<file path="src/ltc_pkg.sv">
// Package: constants and types for the teach and mode controller
package ltc_pkg;
  // ============================================================
  // Register map
  localparam logic [7:0] LTC_ADDR_CTRL = 8'h00;
  localparam logic [7:0] LTC_ADDR_CMD = 8'h04;
  localparam logic [7:0] LTC_ADDR_STATUS = 8'h08;
  localparam logic [7:0] LTC_ADDR_COUNT = 8'h0c;
  localparam logic [7:0] LTC_ADDR_LEVELS = 8'h10;
  localparam logic [7:0] LTC_ADDR_BLANK = 8'h14;
  // CTRL fields
  localparam int LTC_CTRL_RES_LO = 0;
  localparam int LTC_CTRL_NVM = 2;
  localparam int LTC_CTRL_POL_NPN = 3;
  localparam int LTC_CTRL_LINE_EN = 4;
  localparam int LTC_CTRL_AREAS_LO = 5;
  // CMD fields
  localparam int LTC_CMD_TEACH = 0;
  localparam int LTC_CMD_MEASURE = 1;
  localparam int LTC_CMD_ALIGN = 2;
  localparam logic [31:0] LTC_RD_ZERO = 32'h0000_0000;
  localparam logic [2:0] LTC_MAX_AREAS = 3'h4;
  localparam logic [1:0] LTC_BLANK_MARGIN = 2'h1;

  // ============================================================
  // Timing
  localparam int LTC_CLK_HZ = 100_000_000;
  localparam int LTC_PULSE_MIN_MS = 20;
  localparam int LTC_PULSE_MAX_MS = 80;
  localparam int LTC_PULSE_MIN_CYC = LTC_PULSE_MIN_MS * (LTC_CLK_HZ / 1000);
  localparam int LTC_PULSE_MAX_CYC = LTC_PULSE_MAX_MS * (LTC_CLK_HZ / 1000);

  typedef enum logic [1:0] {
    LTC_RES_HIGH = 2'h0,
    LTC_RES_MEDIUM = 2'h1,
    LTC_RES_LOW = 2'h2,
    LTC_RES_TRANSP = 2'h3
  } ltc_reserve_t;

  localparam logic [7:0] LTC_CTRL_RESET = 8'h04;
  localparam logic [7:0] LTC_LEVEL_MAX = 8'hff;
  localparam logic [7:0] LTC_LEVEL_NONE = 8'h00;

  typedef struct packed {
    logic [7:0] addr;
    logic [31:0] wdata;
    logic wr;
    logic rd;
  } ltc_bus_req_t;

  typedef struct packed {
    logic waiting;
    logic teach_ok;
    logic teach_err;
    logic measure_mode;
  } ltc_status_t;
endpackage : ltc_pkg

</file>
<file path="src/ltc_pulse_qual.sv">
// Teach line pulse qualifier with polarity and length window
module ltc_pulse_qual #(
  parameter int MIN_CYC = ltc_pkg::LTC_PULSE_MIN_CYC,
  parameter int MAX_CYC = ltc_pkg::LTC_PULSE_MAX_CYC
) (
  input wire logic clk_sys,
  input wire logic srst,
  input wire logic line_in,
  input wire logic npn_sel,
  input wire logic enable,
  output logic pulse_ok
);
  import ltc_pkg::*;
  localparam int CW = $clog2(MAX_CYC + 1);
  logic active;
  logic active_reg;
  logic [CW-1:0] len_reg;

  assign active = enable & (line_in ^ npn_sel);

  always_ff @(posedge clk_sys) begin
    if (srst) begin
      active_reg <= 1'b0;
    end else begin
      active_reg <= active;
    end
  end

  // Counter saturates so an overlong pulse cannot wrap into the window
  always_ff @(posedge clk_sys) begin
    if (srst || !active) begin
      len_reg <= '0;
    end else if (len_reg != CW'(MAX_CYC)) begin
      len_reg <= len_reg + 1'b1;
    end
  end

  // Judged on the trailing edge; outside the window nothing happens
  always_ff @(posedge clk_sys) begin
    if (srst) begin
      pulse_ok <= 1'b0;
    end else begin
      pulse_ok <= active_reg && !active && (len_reg > CW'(MIN_CYC)) &&
                  (len_reg < CW'(MAX_CYC));
    end
  end
endmodule : ltc_pulse_qual

</file>
<file path="src/ltc_teach_ctrl.sv">
// Operating mode and teach sequencer for the light curtain receiver
// Behaviour
// Teach line pulse counts only if longer than 20 ms, shorter than 80 ms.
// Pulses outside the window are ignored without teach or error.
// Teach line active level follows configured PNP or NPN polarity.
// Teach accepted from panel, teach line, fieldbus or configuration port.
// Performance reserve has four levels: high, medium, low, transparent.
// Performance reserve resets to high.
// Teach checks every beam is in corridor and regulates them to reserve.
// Option chooses permanent or temporary storage; permanent by default.
// Teach accepted in both measurement and alignment operation.
// Mode commands switch between measurement and alignment operation.
// After reset the device is in alignment operation.
// Measurement reports interrupted beam count and four line states.
// Without blanking areas, any interrupted beam gives a teach error.
// With blanking, interrupted beams are suppressed plus a margin.
// At most four blanking areas of adjacent beams.
// At most half of the beams may be suppressed.
// Waiting shown during teach; then return to starting operation.
// Successful teach sets both end beam levels to maximum.
// Failed teach reports no level for either end beam and an error.
// Operator requests teach only once aligned to minimum level.
// Operator re-teaches after reserve or scanning mode change.
module ltc_teach_ctrl #(
  parameter int BEAMS = 32,
  parameter int MIN_CYC = ltc_pkg::LTC_PULSE_MIN_CYC,
  parameter int MAX_CYC = ltc_pkg::LTC_PULSE_MAX_CYC
) (
  input wire logic clk_sys,
  input wire logic srst,
  input wire ltc_pkg::ltc_bus_req_t bus_req,
  output logic [31:0] bus_rdata,
  input wire logic panel_teach,
  input wire logic fieldbus_teach,
  input wire logic config_teach,
  input wire logic teach_line,
  input wire logic [BEAMS-1:0] beam_blocked,
  input wire logic [BEAMS-1:0] beam_in_corridor,
  input wire logic [3:0] line_states,
  output logic [BEAMS-1:0] beam_suppress,
  output logic [1:0] reserve_out,
  output logic regulate_strobe,
  output logic store_nvm,
  output logic store_volatile,
  output logic measure_mode,
  output logic waiting,
  output logic teach_err,
  output logic [7:0] first_beam_level,
  output logic [7:0] last_beam_level,
  output logic [7:0] interrupted_beam_count,
  output logic [3:0] configurable_lines
);
  import ltc_pkg::*;
  localparam int BW = $clog2(BEAMS + 1);

  typedef enum logic [2:0] {
    ST_IDLE = 3'b001,
    ST_CHECK = 3'b010,
    ST_DONE = 3'b100
  } ltc_state_t;

  // ============================================================
  // Helper functions
  function automatic logic [BW-1:0] pop(input logic [BEAMS-1:0] v);
    logic [BW-1:0] n;
    n = '0;
    for (int i = 0; i < BEAMS; i++) begin
      n = n + BW'(v[i]);
    end
    return n;
  endfunction : pop

  // Counts leading edges of runs; shifting avoids indexing below bit 0
  function automatic logic [BW-1:0] runs(input logic [BEAMS-1:0] v);
    return pop(v & ~(v << 1));
  endfunction : runs

  // ============================================================
  // Registers
  logic [7:0] ctrl_reg;
  ltc_state_t state_reg;
  logic line_pulse;
  logic teach_req;
  logic [BEAMS-1:0] widened;
  logic [BEAMS-1:0] widened_next;
  logic blank_fail;
  logic [2:0] areas;

  assign areas = ctrl_reg[LTC_CTRL_AREAS_LO +: 3];

  ltc_pulse_qual #(
    .MIN_CYC(MIN_CYC),
    .MAX_CYC(MAX_CYC)
  ) u_pulse (
    .clk_sys(clk_sys),
    .srst(srst),
    .line_in(teach_line),
    .npn_sel(ctrl_reg[LTC_CTRL_POL_NPN]),
    .enable(ctrl_reg[LTC_CTRL_LINE_EN]),
    .pulse_ok(line_pulse)
  );

  logic cmd_wr;
  assign cmd_wr = bus_req.wr && bus_req.addr == LTC_ADDR_CMD;
  assign teach_req = panel_teach | line_pulse | fieldbus_teach | config_teach |
                     (cmd_wr && bus_req.wdata[LTC_CMD_TEACH]);

  // Blocked beams grown by the margin on both sides
  always_comb begin
    widened_next = beam_blocked;
    for (int d = 1; d <= int'(LTC_BLANK_MARGIN); d++) begin
      widened_next = widened_next | (beam_blocked << d) |
                     (beam_blocked >> d);
    end
  end
  assign widened = widened_next;

  assign blank_fail = (runs(widened) > BW'(areas)) ||
                      (runs(widened) > BW'(LTC_MAX_AREAS)) ||
                      (pop(widened) > BW'(BEAMS / 2));

  // ============================================================
  // Control register, reset to high reserve and permanent storage
  always_ff @(posedge clk_sys) begin
    if (srst) begin
      ctrl_reg <= LTC_CTRL_RESET;
    end else if (bus_req.wr && bus_req.addr == LTC_ADDR_CTRL) begin
      ctrl_reg <= bus_req.wdata[7:0];
    end
  end

  // ============================================================
  // Mode
  always_ff @(posedge clk_sys) begin
    if (srst) begin
      measure_mode <= 1'b0;
    end else if (cmd_wr && state_reg == ST_IDLE) begin
      if (bus_req.wdata[LTC_CMD_MEASURE]) begin
        measure_mode <= 1'b1;
      end else if (bus_req.wdata[LTC_CMD_ALIGN]) begin
        measure_mode <= 1'b0;
      end
    end
  end

  // ============================================================
  // Teach sequencer; mode is untouched so it resumes afterwards
  always_ff @(posedge clk_sys) begin
    if (srst) begin
      state_reg <= ST_IDLE;
      waiting <= 1'b0;
      teach_err <= 1'b0;
      regulate_strobe <= 1'b0;
      store_nvm <= 1'b0;
      store_volatile <= 1'b0;
      beam_suppress <= '0;
      reserve_out <= LTC_RES_HIGH;
      first_beam_level <= LTC_LEVEL_NONE;
      last_beam_level <= LTC_LEVEL_NONE;
    end else begin
      regulate_strobe <= 1'b0;
      store_nvm <= 1'b0;
      store_volatile <= 1'b0;
      case (state_reg)
        ST_IDLE: begin
          if (teach_req) begin
            state_reg <= ST_CHECK;
            waiting <= 1'b1;
          end
        end
        ST_CHECK: begin
          state_reg <= ST_DONE;
          if (!(&(beam_in_corridor | beam_blocked)) ||
              (areas == 3'h0 && |beam_blocked) ||
              (areas != 3'h0 && blank_fail)) begin
            teach_err <= 1'b1;
            first_beam_level <= LTC_LEVEL_NONE;
            last_beam_level <= LTC_LEVEL_NONE;
          end else begin
            teach_err <= 1'b0;
            beam_suppress <= (areas == 3'h0) ? '0 : widened;
            reserve_out <= ctrl_reg[LTC_CTRL_RES_LO +: 2];
            regulate_strobe <= 1'b1;
            store_nvm <= ctrl_reg[LTC_CTRL_NVM];
            store_volatile <= !ctrl_reg[LTC_CTRL_NVM];
            first_beam_level <= LTC_LEVEL_MAX;
            last_beam_level <= LTC_LEVEL_MAX;
          end
        end
        ST_DONE: begin
          waiting <= 1'b0;
          state_reg <= ST_IDLE;
        end
        default: begin
          state_reg <= ST_IDLE;
          waiting <= 1'b0;
        end
      endcase
    end
  end

  // ============================================================
  // Measurement reporting, frozen in alignment operation
  always_ff @(posedge clk_sys) begin
    if (srst) begin
      interrupted_beam_count <= 8'h00;
      configurable_lines <= 4'h0;
    end else if (measure_mode) begin
      interrupted_beam_count <= 8'(pop(beam_blocked));
      configurable_lines <= line_states;
    end
  end

  // ============================================================
  // Read port
  ltc_status_t st;
  assign st = '{waiting: waiting, teach_ok: !teach_err && |first_beam_level,
                teach_err: teach_err, measure_mode: measure_mode};

  always_ff @(posedge clk_sys) begin
    if (srst) begin
      bus_rdata <= LTC_RD_ZERO;
    end else if (bus_req.rd) begin
      case (bus_req.addr)
        LTC_ADDR_CTRL: bus_rdata <= {24'h000000, ctrl_reg};
        LTC_ADDR_STATUS: bus_rdata <= {28'h0000000, st};
        LTC_ADDR_COUNT: bus_rdata <= {20'h00000, configurable_lines,
                                      interrupted_beam_count};
        LTC_ADDR_LEVELS: bus_rdata <= {16'h0000, last_beam_level,
                                       first_beam_level};
        LTC_ADDR_BLANK: bus_rdata <= 32'(beam_suppress);
        default: bus_rdata <= LTC_RD_ZERO;
      endcase
    end else begin
      bus_rdata <= LTC_RD_ZERO;
    end
  end
endmodule : ltc_teach_ctrl

</file>
<file path="config.mk">
export PLATFORM = sky130hd
export DESIGN_NAME = ltc_teach_ctrl
export DESIGN_NICKNAME = d
export VERILOG_FILES = /design/src/ltc_pkg.sv /design/src/ltc_pulse_qual.sv /design/src/ltc_teach_ctrl.sv
export SDC_FILE = /design/constraint.sdc
export NUM_CORES = 1
export LEC_CHECK = 0
export BUFFER_PORTS_ARGS = -buffer_cell sky130_fd_sc_hd__buf_2
export CORE_MARGIN = 10
export CORE_UTILIZATION = 40
export CTS_CLUSTER_SIZE = 28
export DETAILED_ROUTE_END_ITERATION = 8
export PLACE_DENSITY = 0.6
export SETUP_SLACK_MARGIN = 0.5
export SYNTH_ARGS = -nofsm -noshare
export SYNTH_HDL_FRONTEND = slang
export SYNTH_HIERARCHICAL = 1
export SYNTH_SLANG_ARGS = --single-unit
</file>
<file path="constraint.sdc">
create_clock -name clk_sys -period 11.4 [get_ports clk_sys]
set_input_delay 0.57 -clock clk_sys [delete_from_list [all_inputs] [get_ports clk_sys]]
set_output_delay 0.57 -clock clk_sys [all_outputs]
set_load 0.1 [all_outputs]
</file>
==> results of run 1 <==
[critical path, delay by kind of cell]
kind / cells / cell delay, ns
mux: 1 / 0.39
buf+inv: 5 / 0.81
fa+ha+maj: 9 / 3.99
compound gates: 4 / 1.01
simple gates: 2 / 0.87
[power groups by stage]
stage,logic [mW],registers (mW),clock network [mW]
after global placement,0.654,0.429,0
after floorplan,0.509,0.435,0
final,0.661,0.420,0.555
after CTS,0.674,0.420,0.564
after detailed placement,0.671,0.429,0
after global routing,0.766,0.420,0.583
[through the flow]
| stage | area [sq um] | worst slack [ns] | instances |
|---|---|---|---|
| floorplan | 8040 | 4.56 | 902 |
| global placement | 9020 | 3.63 | 1302 |
| detailed placement | 9020 | 3.61 | 1302 |
| CTS | 9640 | 4.01 | 1334 |
| global route | 9640 | 3.69 | 1334 |
| finish | 9640 | 4.03 | 1335 |
[cell families (layout without fill, tap and decap cells)]
logic type	after synthesis	count (layout)
and+or+nand+nor	339	339
muxes	45	45
adders and majority gates	99	99
DFF	119	119
xor gates and xnor gates	21	21
buffers and inverters	173	340
AOI/OAI and AO/OA	103	103
other	2	4
[routing by layer]
metal | part of all wire | track usage | vias to the layer above
li1 | - | - | 3334
met2 | 0.46 | 0.286 | 239
met4 | 0.021 | 0.0629 | 2
met5 | 0.00053 | 0 | -
met1 | 0.44 | 0.243 | 3244
met3 | 0.077 | 0.0569 | 29
[area by class of cell]
class	instances	area share
Clock inverter	10	0.0149
Inverter	115	0.0448
Tap cell	265	0.0344
Timing Repair Buffer	193	0.101
Antenna cell	1	0.000260
Clock buffer	22	0.0492
Multi-Input combinational cell	610	0.508
Sequential cell	119	0.247
[path summary, 6_finish.rpt]
| check | depth (start not counted) | end | slack [ns] | start |
|---|---|---|---|---|
| worst min-delay path | 3 | configurable_lines[0] | 0.39 | line_states[0] |
| worst max-delay path | 21 | beam_suppress[5] | 4.03 | beam_blocked[13] |
| worst min register to register | 1 | bus_rdata[20] | 0.47 | beam_suppress[20] |
| worst max register to register | 8 | beam_suppress[5] | 8.63 | ctrl_reg[6] |
[synthesized netlist by cell type (3+ instances only)]
library cell | n | area (sq um)
a211o_1 | 3 | 26.3
a211oi_1 | 3 | 22.5
a21o_1 | 3 | 22.5
a21oi_1 | 32 | 160
a31oi_1 | 10 | 62.6
and2_1 | 23 | 144
and3_1 | 6 | 37.5
and4_1 | 4 | 35.0
buf_1 | 3 | 11.3
buf_2 | 4 | 20.0
buf_4 | 17 | 128
buf_8 | 3 | 45.0
clkbuf_1 | 28 | 105
dfxtp_1 | 119 | 2380
fa_1 | 70 | 1400
ha_1 | 29 | 363
inv_1 | 115 | 432
mux2_1 | 31 | 349
mux2i_1 | 13 | 130
nand2_1 | 71 | 267
nand2b_1 | 9 | 56.3
nand3_1 | 21 | 105
nand4_1 | 11 | 68.8
nand4b_1 | 3 | 26.3
nor2_1 | 46 | 173
nor2b_1 | 33 | 206
nor3_1 | 71 | 355
nor3b_1 | 4 | 30.0
nor4_1 | 21 | 131
o21ai_0 | 8 | 40.0
o22ai_1 | 23 | 144
o31ai_1 | 5 | 37.5
or4_1 | 5 | 37.5
xnor2_1 | 15 | 131
xor2_1 | 6 | 52.6
==> flow_metrics.tcl, run 1 <==
set metrics [dict create \
    layout_common_cells "buf_2, dfxtp_1, inv_1, nor3_1, nand2_1" \
    crit_fanout 35 \
    seq_area_frac_synth 0.296 \
    syn_area_sq_mm 0.00804 \
    firstDrtPassIters 4 \
    pwr-share-comb 0.404 \
    maxSlewViolCount 0 \
    cts_root_buf "clkbuf_16" \
    grt_max_degree 83 \
    p_sw_frac 0.342 \
    critical_path_class "in2reg" \
    status "finished clean" \
    drc 0 \
    port-buffer-count 189 \
    clock_path_buffers 2 \
    muxShareOfSynthArea 0.0610 \
    final_util 0.492 \
    vias_per_cell 5.13 \
    fill_cells 1945 \
    crit_chain "buf_2, nor3_1, nand2_1, fa_1, fa_1, fa_1, fa_1, fa_1, fa_1, inv_1, ha_1, inv_1, fa_1, inv_1, ha_1, a211oi_1, o22ai_1, a2111oi_2, o2111a_1, buf_4, mux2_2" \
    ys.flop_type "dfxtp_1" \
    timing.fmax_mhz 136 \
    slew-limit-headroom 0.373 \
    worst_pin_slew_ns 0.934 \
    clock_skew_ns 0.0117 \
    cts_buffers 17 \
    layout.nets 1271 \
    initial_core_util 0.410 \
    p_switching_mw 0.559 \
    core_area_sq_mm 0.0196 \
    p_int_mw 1.08 \
    leakage_nw 4.37 \
    cts_sinks 119 \
    seq_area_sq_mm 0.00238 \
    htreeDepth 4 \
    final.setup.tns_ns 0 \
    postRouteAntennaNets 0 \
    clkTransAtPathRegs_ns 0.06 \
    synth_top_family_by_area "simple AND/OR/NAND/NOR gates" \
    rsz0062_at_grt "no" \
    area_growth_pct 20.0 \
    drt_iter0_drc 431 \
    grt_pass1_wl_um 38200 \
    cts-resized-gates 0 \
    final_common_cell "buf_2" \
    worst_ep_required_time_ns 11.69 \
    synthAdderAreaFrac 0.220 \
    synth_compound_area_frac 0.0822 \
    die-area_sq_mm 0.0262 \
    synth.avg_cell_area_sq_um 8.92 \
    async_flop_share 0 \
    ios 216 \
    hold-worst-slack_ns 0.394 \
    hp-class "in2reg" \
    period_needed_ns 7.37 \
    insertion_delay_ns 0.42 \
    die_width_um 162 \
    critPathMaxStageDelay_ns 0.69 \
    power_mw 1.64 \
    place_hpwl_um 19900 \
    endpoint_kind "flip-flop" \
    crit_slowest_cell "nor3_1" \
    synthSimpleGateAreaFrac 0.222 \
    start_kind "input port" \
    gp_congestion 0.951 \
    postCtsSetupBuffers 0 \
    grt_pass1_vias 6885 \
    setup_viol 0 \
    placementRows 51 \
    p_seq_frac 0.257 \
    cp_data_arrival_time_ns 7.67 \
    p_per_area_mw_per_mm2 170 \
    synth-xor-area-share 0.0229 \
    grt_antenna_before_repair 1 \
    drive_above_1_share 0.218 \
    maxCapViolCount 0 \
    syn_inst 901 \
    grt_usage 0.186 \
    fin_crit_sh 0.647 \
    yosys_warnings 6 \
    multi_input_area_sq_mm 0.00490 \
    pwr-share-clk 0.339 \
    hold_viol 0 \
    via_count 6848 \
    synth_cell_types 61 \
    wl_per_cell_um 18.3 \
    die_h_um 162 \
    worst_path_most_repeated_cell "fa_1" \
    wirelength_um 24500 \
    cts_tree "built" \
    grt-ovfl-total 0 \
    synth_edf_count 0 \
    yosys_register_bits 119 \
    holdBufCountCts 0 \
    worst_ir_drop_vdd_v 0.000109 \
]
Note: power is estimated with default switching activity, not from simulation.
==> inputs of run 2 (changes only) <==
==> constraint.sdc (replaced) <==
create_clock -name clk_sys -period 7.7 [get_ports clk_sys]
set_input_delay 0.385 -clock clk_sys [delete_from_list [all_inputs] [get_ports clk_sys]]
set_output_delay 0.385 -clock clk_sys [all_outputs]
set_load 0.1 [all_outputs]
==> run 2 against run 1 <==
Compared with the run above: via count decreased by 0.51%; register-to-register slack got worse by 3.6 ns; clock skew increased by 0.0024 ns; critical path depth increased by 2; sequential share of layout area decreased by 0.53 points; routed wire length decreased by 0.13%.
==> flow_metrics.tcl, run 2 (synthesized netlist as in run 1, its figures left out) <==
set metrics [dict create \
    critPathCapture "beam_suppress[16]" \
    reg2reg_slack_ns 5.07 \
    pwr-share-clk 0.359 \
    clock_path_buffers 2 \
    hold_viol 0 \
    fin_crit_sh 0.876 \
    start_kind "input port" \
    wl_per_cell_um 18.0 \
    final.setup.tns_ns 0 \
    p_switching_mw 0.852 \
    die_h_um 162 \
    worst_pin_slew_ns 0.789 \
    maxCapViolCount 0 \
    rr_worst_depth 8 \
    timing.fmax_mhz 148 \
    p_per_area_mw_per_mm2 253 \
    grt_usage 0.188 \
    worst_ep_required_time_ns 7.99 \
    grt_pass1_vias 6878 \
    cts-resized-gates 0 \
    cp-startpoint "beam_blocked[23]" \
    vias_per_cell 5.02 \
    final_common_cell "buf_2" \
    setup_viol 0 \
    insertion_delay_ns 0.42 \
    cts_sinks 119 \
    htreeDepth 4 \
    grt_pass1_wl_um 38900 \
    leakage_nw 4.51 \
    clkTransAtPathRegs_ns 0.06 \
    gp_congestion 0.926 \
    p_sw_frac 0.341 \
    drive_above_1_share 0.233 \
    power_mw 2.50 \
    core_area_sq_mm 0.0196 \
    hold-worst-slack_ns 0.205 \
    clock_skew_ns 0.0141 \
    maxSlewViolCount 0 \
    fill_cells 1910 \
    layout_common_cells "buf_2, dfxtp_1, inv_1, nor3_1, nand2_1" \
    multi_input_area_sq_mm 0.00490 \
    wirelength_um 24400 \
    port-buffer-count 189 \
    grt_antenna_before_repair 4 \
    timing.rr.start "ctrl_reg[6]" \
    die_width_um 162 \
    area_growth_pct 22.6 \
    cts_root_buf "clkbuf_16" \
    slew-limit-headroom 0.474 \
    holdBufCountCts 0 \
    grt-ovfl-total 0 \
    drt_iter0_drc 405 \
    drc 0 \
    postRouteAntennaNets 0 \
    hp-class "in2reg" \
    cts_tree "built" \
    initial_core_util 0.410 \
    cp_data_arrival_time_ns 7.04 \
    r2r_end "beam_suppress[16]" \
    p_seq_frac 0.249 \
    via_count 6813 \
    placementRows 51 \
    postCtsSetupBuffers 0 \
    period_needed_ns 6.74 \
    ios 216 \
    worst_ir_drop_vdd_v 0.000184 \
    endpoint_kind "flip-flop" \
    status "finished clean" \
    cts_buffers 17 \
    p_int_mw 1.64 \
    seq_area_sq_mm 0.00238 \
    rsz0062_at_grt "no" \
    grt_max_degree 81 \
    layout.nets 1290 \
    place_hpwl_um 19800 \
    firstDrtPassIters 5 \
    die-area_sq_mm 0.0262 \
    pwr-share-comb 0.392 \
    crit_fanout 35 \
    hold_start "line_states[1]" \
    critical_path_class "in2reg" \
]
==> run 2: changes by cell type in the layout (fill, tap and decap cells not counted) <==
cell / before / now
clkbuf_1: 2 / 0
inv_6: 1 / 2
clkinv_4: 2 / 6
buf_12: 0 / 1
clkinvlp_4: 3 / 0
buf_4: 4 / 22
clkinv_2: 1 / 0
diode_2: 1 / 3
inv_8: 0 / 2
bufinv_16: 3 / 5
clkbuf_8: 3 / 0
==> run 2: final cells by class <==
class / instances / area share
Clock inverter: 15 / 0.0246
Sequential cell: 119 / 0.242
Antenna cell: 3 / 0.000762
Tap cell: 265 / 0.0337
Timing Repair Buffer: 212 / 0.115
Inverter: 115 / 0.0438
Clock buffer: 17 / 0.0432
Multi-Input combinational cell: 610 / 0.497
==> run 2: metrics by stage <==
step	instance area, sq um	util	cells	setup slack, ns
after floorplan	8040	-	902	1.04
final	9850	0.503	1356	0.959
after CTS	9850	0.503	1353	0.957
after detailed placement	9180	0.468	1321	0.554
after global routing	9850	0.503	1356	0.673
after global placement	9180	0.468	1321	0.609
==> run 2: power groups by stage <==
stage	clock network [mW]	logic, mW	registers [mW]
after floorplan	0	0.753	0.645
after global placement	0	0.973	0.635
after detailed placement	0	0.990	0.635
after CTS	0.916	0.997	0.622
after global routing	0.937	1.14	0.622
final	0.895	0.979	0.622
==> run 2: critical path: stages <==
cell and delay (ns):
buf_2 0.15, nor3_1 0.43, nand2_1 0.15, fa_1 0.52, fa_1 0.49, inv_1 0.05
fa_1 0.50, inv_1 0.07, fa_1 0.48, fa_1 0.55, fa_1 0.55, inv_1 0.04
ha_1 0.20, inv_1 0.07, fa_1 0.40, inv_1 0.08, ha_1 0.23, a211oi_1 0.22
o22ai_1 0.15, a2111oi_2 0.40, o2111a_1 0.30, buf_12 0.24, mux2_1 0.35
==> run 2: worst min-delay path by stage <==
| stage | to | depth (start not counted) |
|---|---|---|
| finish | configurable_lines[1] | 3 |
| global route | configurable_lines[2] | 3 |
| CTS | configurable_lines[2] | 3 |
| detailed placement | bus_rdata[19] | 1 |
| global placement | bus_rdata[29] | 1 |
| floorplan | store_volatile | 1 |
==> run 2: layer usage <==
layer  GRT usage  part of all wire  routed length [um]  up-vias
met1       0.250              0.45               11100     3188
met2       0.287              0.45               11100      217
met4      0.0616             0.018                 449        2
li1            -                 -                   -     3378
met5           0           0.00053                  13        -
met3      0.0541             0.075                1850       28
==> inputs of run 3 (changes only) <==
--- a/config.mk
+++ b/config.mk
@@ -11,6 +11,7 @@
 export CTS_CLUSTER_SIZE = 28
 export DETAILED_ROUTE_END_ITERATION = 8
 export PLACE_DENSITY = 0.6
+export REMOVE_ABC_BUFFERS = 1
 export SETUP_SLACK_MARGIN = 0.5
 export SYNTH_ARGS = -nofsm -noshare
 export SYNTH_HDL_FRONTEND = slang
==> run 3 against run 2 <==
Compared with the run above: register-to-register slack worse by 0.15 ns; maximum frequency down 0.92%; clock power down 10%; design area down 0.62%; die area unchanged; cell count about the same; critical path type unchanged; largest cell class unchanged.
==> flow_metrics.tcl, run 3 (synthesized netlist as in run 1, its figures left out) <==
set metrics [dict create \
    cts_root_buf "clkbuf_16" \
    p_per_area_mw_per_mm2 244 \
    postCtsSetupBuffers 0 \
    drc 0 \
    die_h_um 162 \
    core_area_sq_mm 0.0196 \
    wl_per_cell_um 17.6 \
    hp-class "in2reg" \
    clkTransAtPathRegs_ns 0.06 \
    status "finished clean" \
    hold_viol 0 \
    power_mw 2.39 \
    grt-ovfl-total 0 \
    worst_ir_drop_vdd_v 0.000188 \
    drt_iter0_drc 408 \
    clock_skew_ns 0.0172 \
    endpoint_kind "flip-flop" \
    dpl_cell_area_sq_mm 0.00919 \
    cts_tree "built" \
    cts_sinks 119 \
    final_util 0.500 \
    timing.fmax_mhz 147 \
    gp_congestion 0.880 \
    holdBufCountCts 0 \
    grt_pass1_vias 7071 \
    initial_core_util 0.410 \
    start_kind "input port" \
    area_growth_pct 21.9 \
    pre_cts_slack_ns 0.471 \
    place_hpwl_um 19100 \
    setup_viol 0 \
    vias_per_cell 5.14 \
    final_common_cell "buf_2" \
    rsz0062_at_grt "no" \
    cp_data_arrival_time_ns 7.10 \
    firstDrtPassIters 5 \
    worst_ep_required_time_ns 8.00 \
    die_width_um 162 \
    leakage_nw 4.48 \
    insertion_delay_ns 0.42 \
    layout_common_cells "buf_2, dfxtp_1, inv_1, nor3_1, nand2_1" \
    critical_path_class "in2reg" \
    postRouteAntennaNets 0 \
    port-buffer-count 189 \
    final.setup.tns_ns 0 \
    fin_crit_sh 0.884 \
    maxCapViolCount 0 \
    grt_pass1_wl_um 38200 \
    clock_path_buffers 2 \
    wirelength_um 23800 \
    slew-limit-headroom 0.381 \
    grt_max_degree 78 \
    die-area_sq_mm 0.0262 \
    htreeDepth 4 \
    cts-resized-gates 0 \
    ios 216 \
    grt_antenna_before_repair 1 \
    maxSlewViolCount 0 \
    placementRows 51 \
    setup_ws_ns 0.896 \
    grt_usage 0.183 \
    reg2reg_slack_ns 4.92 \
    finalInstanceArea_sq_mm 0.00979 \
    via_count 6962 \
    worst_pin_slew_ns 0.927 \
    crit_fanout 35 \
    cts_buffers 17 \
    layout.nets 1291 \
    period_needed_ns 6.80 \
    drive_above_1_share 0.234 \
]
run 3: changes by cell type in the layout (fill, tap and decap cells not counted), moves of 2 or more:
cell and change:
diode_2 -2, inv_6 +2, clkinv_4 -2, bufinv_16 -3
run 3: path summary, 6_finish.rpt:
check                          from                    end  cells after the start
setup / recovery   beam_blocked[17]       beam_suppress[5]                     24
hold / removal       line_states[2]  configurable_lines[2]                      3
setup reg to reg        ctrl_reg[6]       beam_suppress[5]                      9
hold reg to reg   beam_suppress[23]          bus_rdata[23]                      1
run 3: power by group:
group / internal (mW) / leakage [nW] / switching, mW
sequential: 0.619 / 0.959 / 0.00277
combinational: 0.439 / 3.23 / 0.525
clock: 0.494 / 0.296 / 0.310
total: 1.55 / 4.48 / 0.837
run 3: through the flow:
| stage | hold WS [ns] | cells |
|---|---|---|
| after global placement | 0.456 | 1322 |
| after detailed placement | 0.452 | 1322 |
| final | 0.203 | 1355 |
| after global routing | 0.196 | 1355 |
| after CTS | 0.193 | 1354 |
| after floorplan | 0.435 | 844 |
run 3: worst max-delay path, cell delays in order:
cell and delay (ns):
buf_2 0.15, nor3_1 0.32, nand2_1 0.13, fa_1 0.51
fa_1 0.56, inv_1 0.06, fa_1 0.50, inv_1 0.05
fa_1 0.48, fa_1 0.53, fa_1 0.55, inv_1 0.04
ha_1 0.20, inv_1 0.07, fa_1 0.40, inv_1 0.08
ha_1 0.24, a211oi_1 0.24, o22ai_1 0.14, a2111oi_2 0.37
buf_4 0.20, o2111a_1 0.25, buf_12 0.24, mux2_2 0.37
run 3: layout make-up:
class                   count  area [sq um]
fillers                  1922          9800
multi-input cells         610          4900
flip-flops and latches    119          2380
repair buffers            213          1140
clock buffers              18           439
inverters                 115           432
well taps                 265           332
clock inverters            14           165
diodes                      1          2.50
run 3: per-layer routing:
| metal | global-route usage | share of wire | vias up |
|---|---|---|---|
| met2 | 0.279 | 0.45 | 242 |
| met3 | 0.0506 | 0.077 | 14 |
| met5 | 0 | 0 | - |
| li1 | - | - | 3362 |
| met1 | 0.249 | 0.47 | 3344 |
| met4 | 0.0525 | 0.010 | 0 |
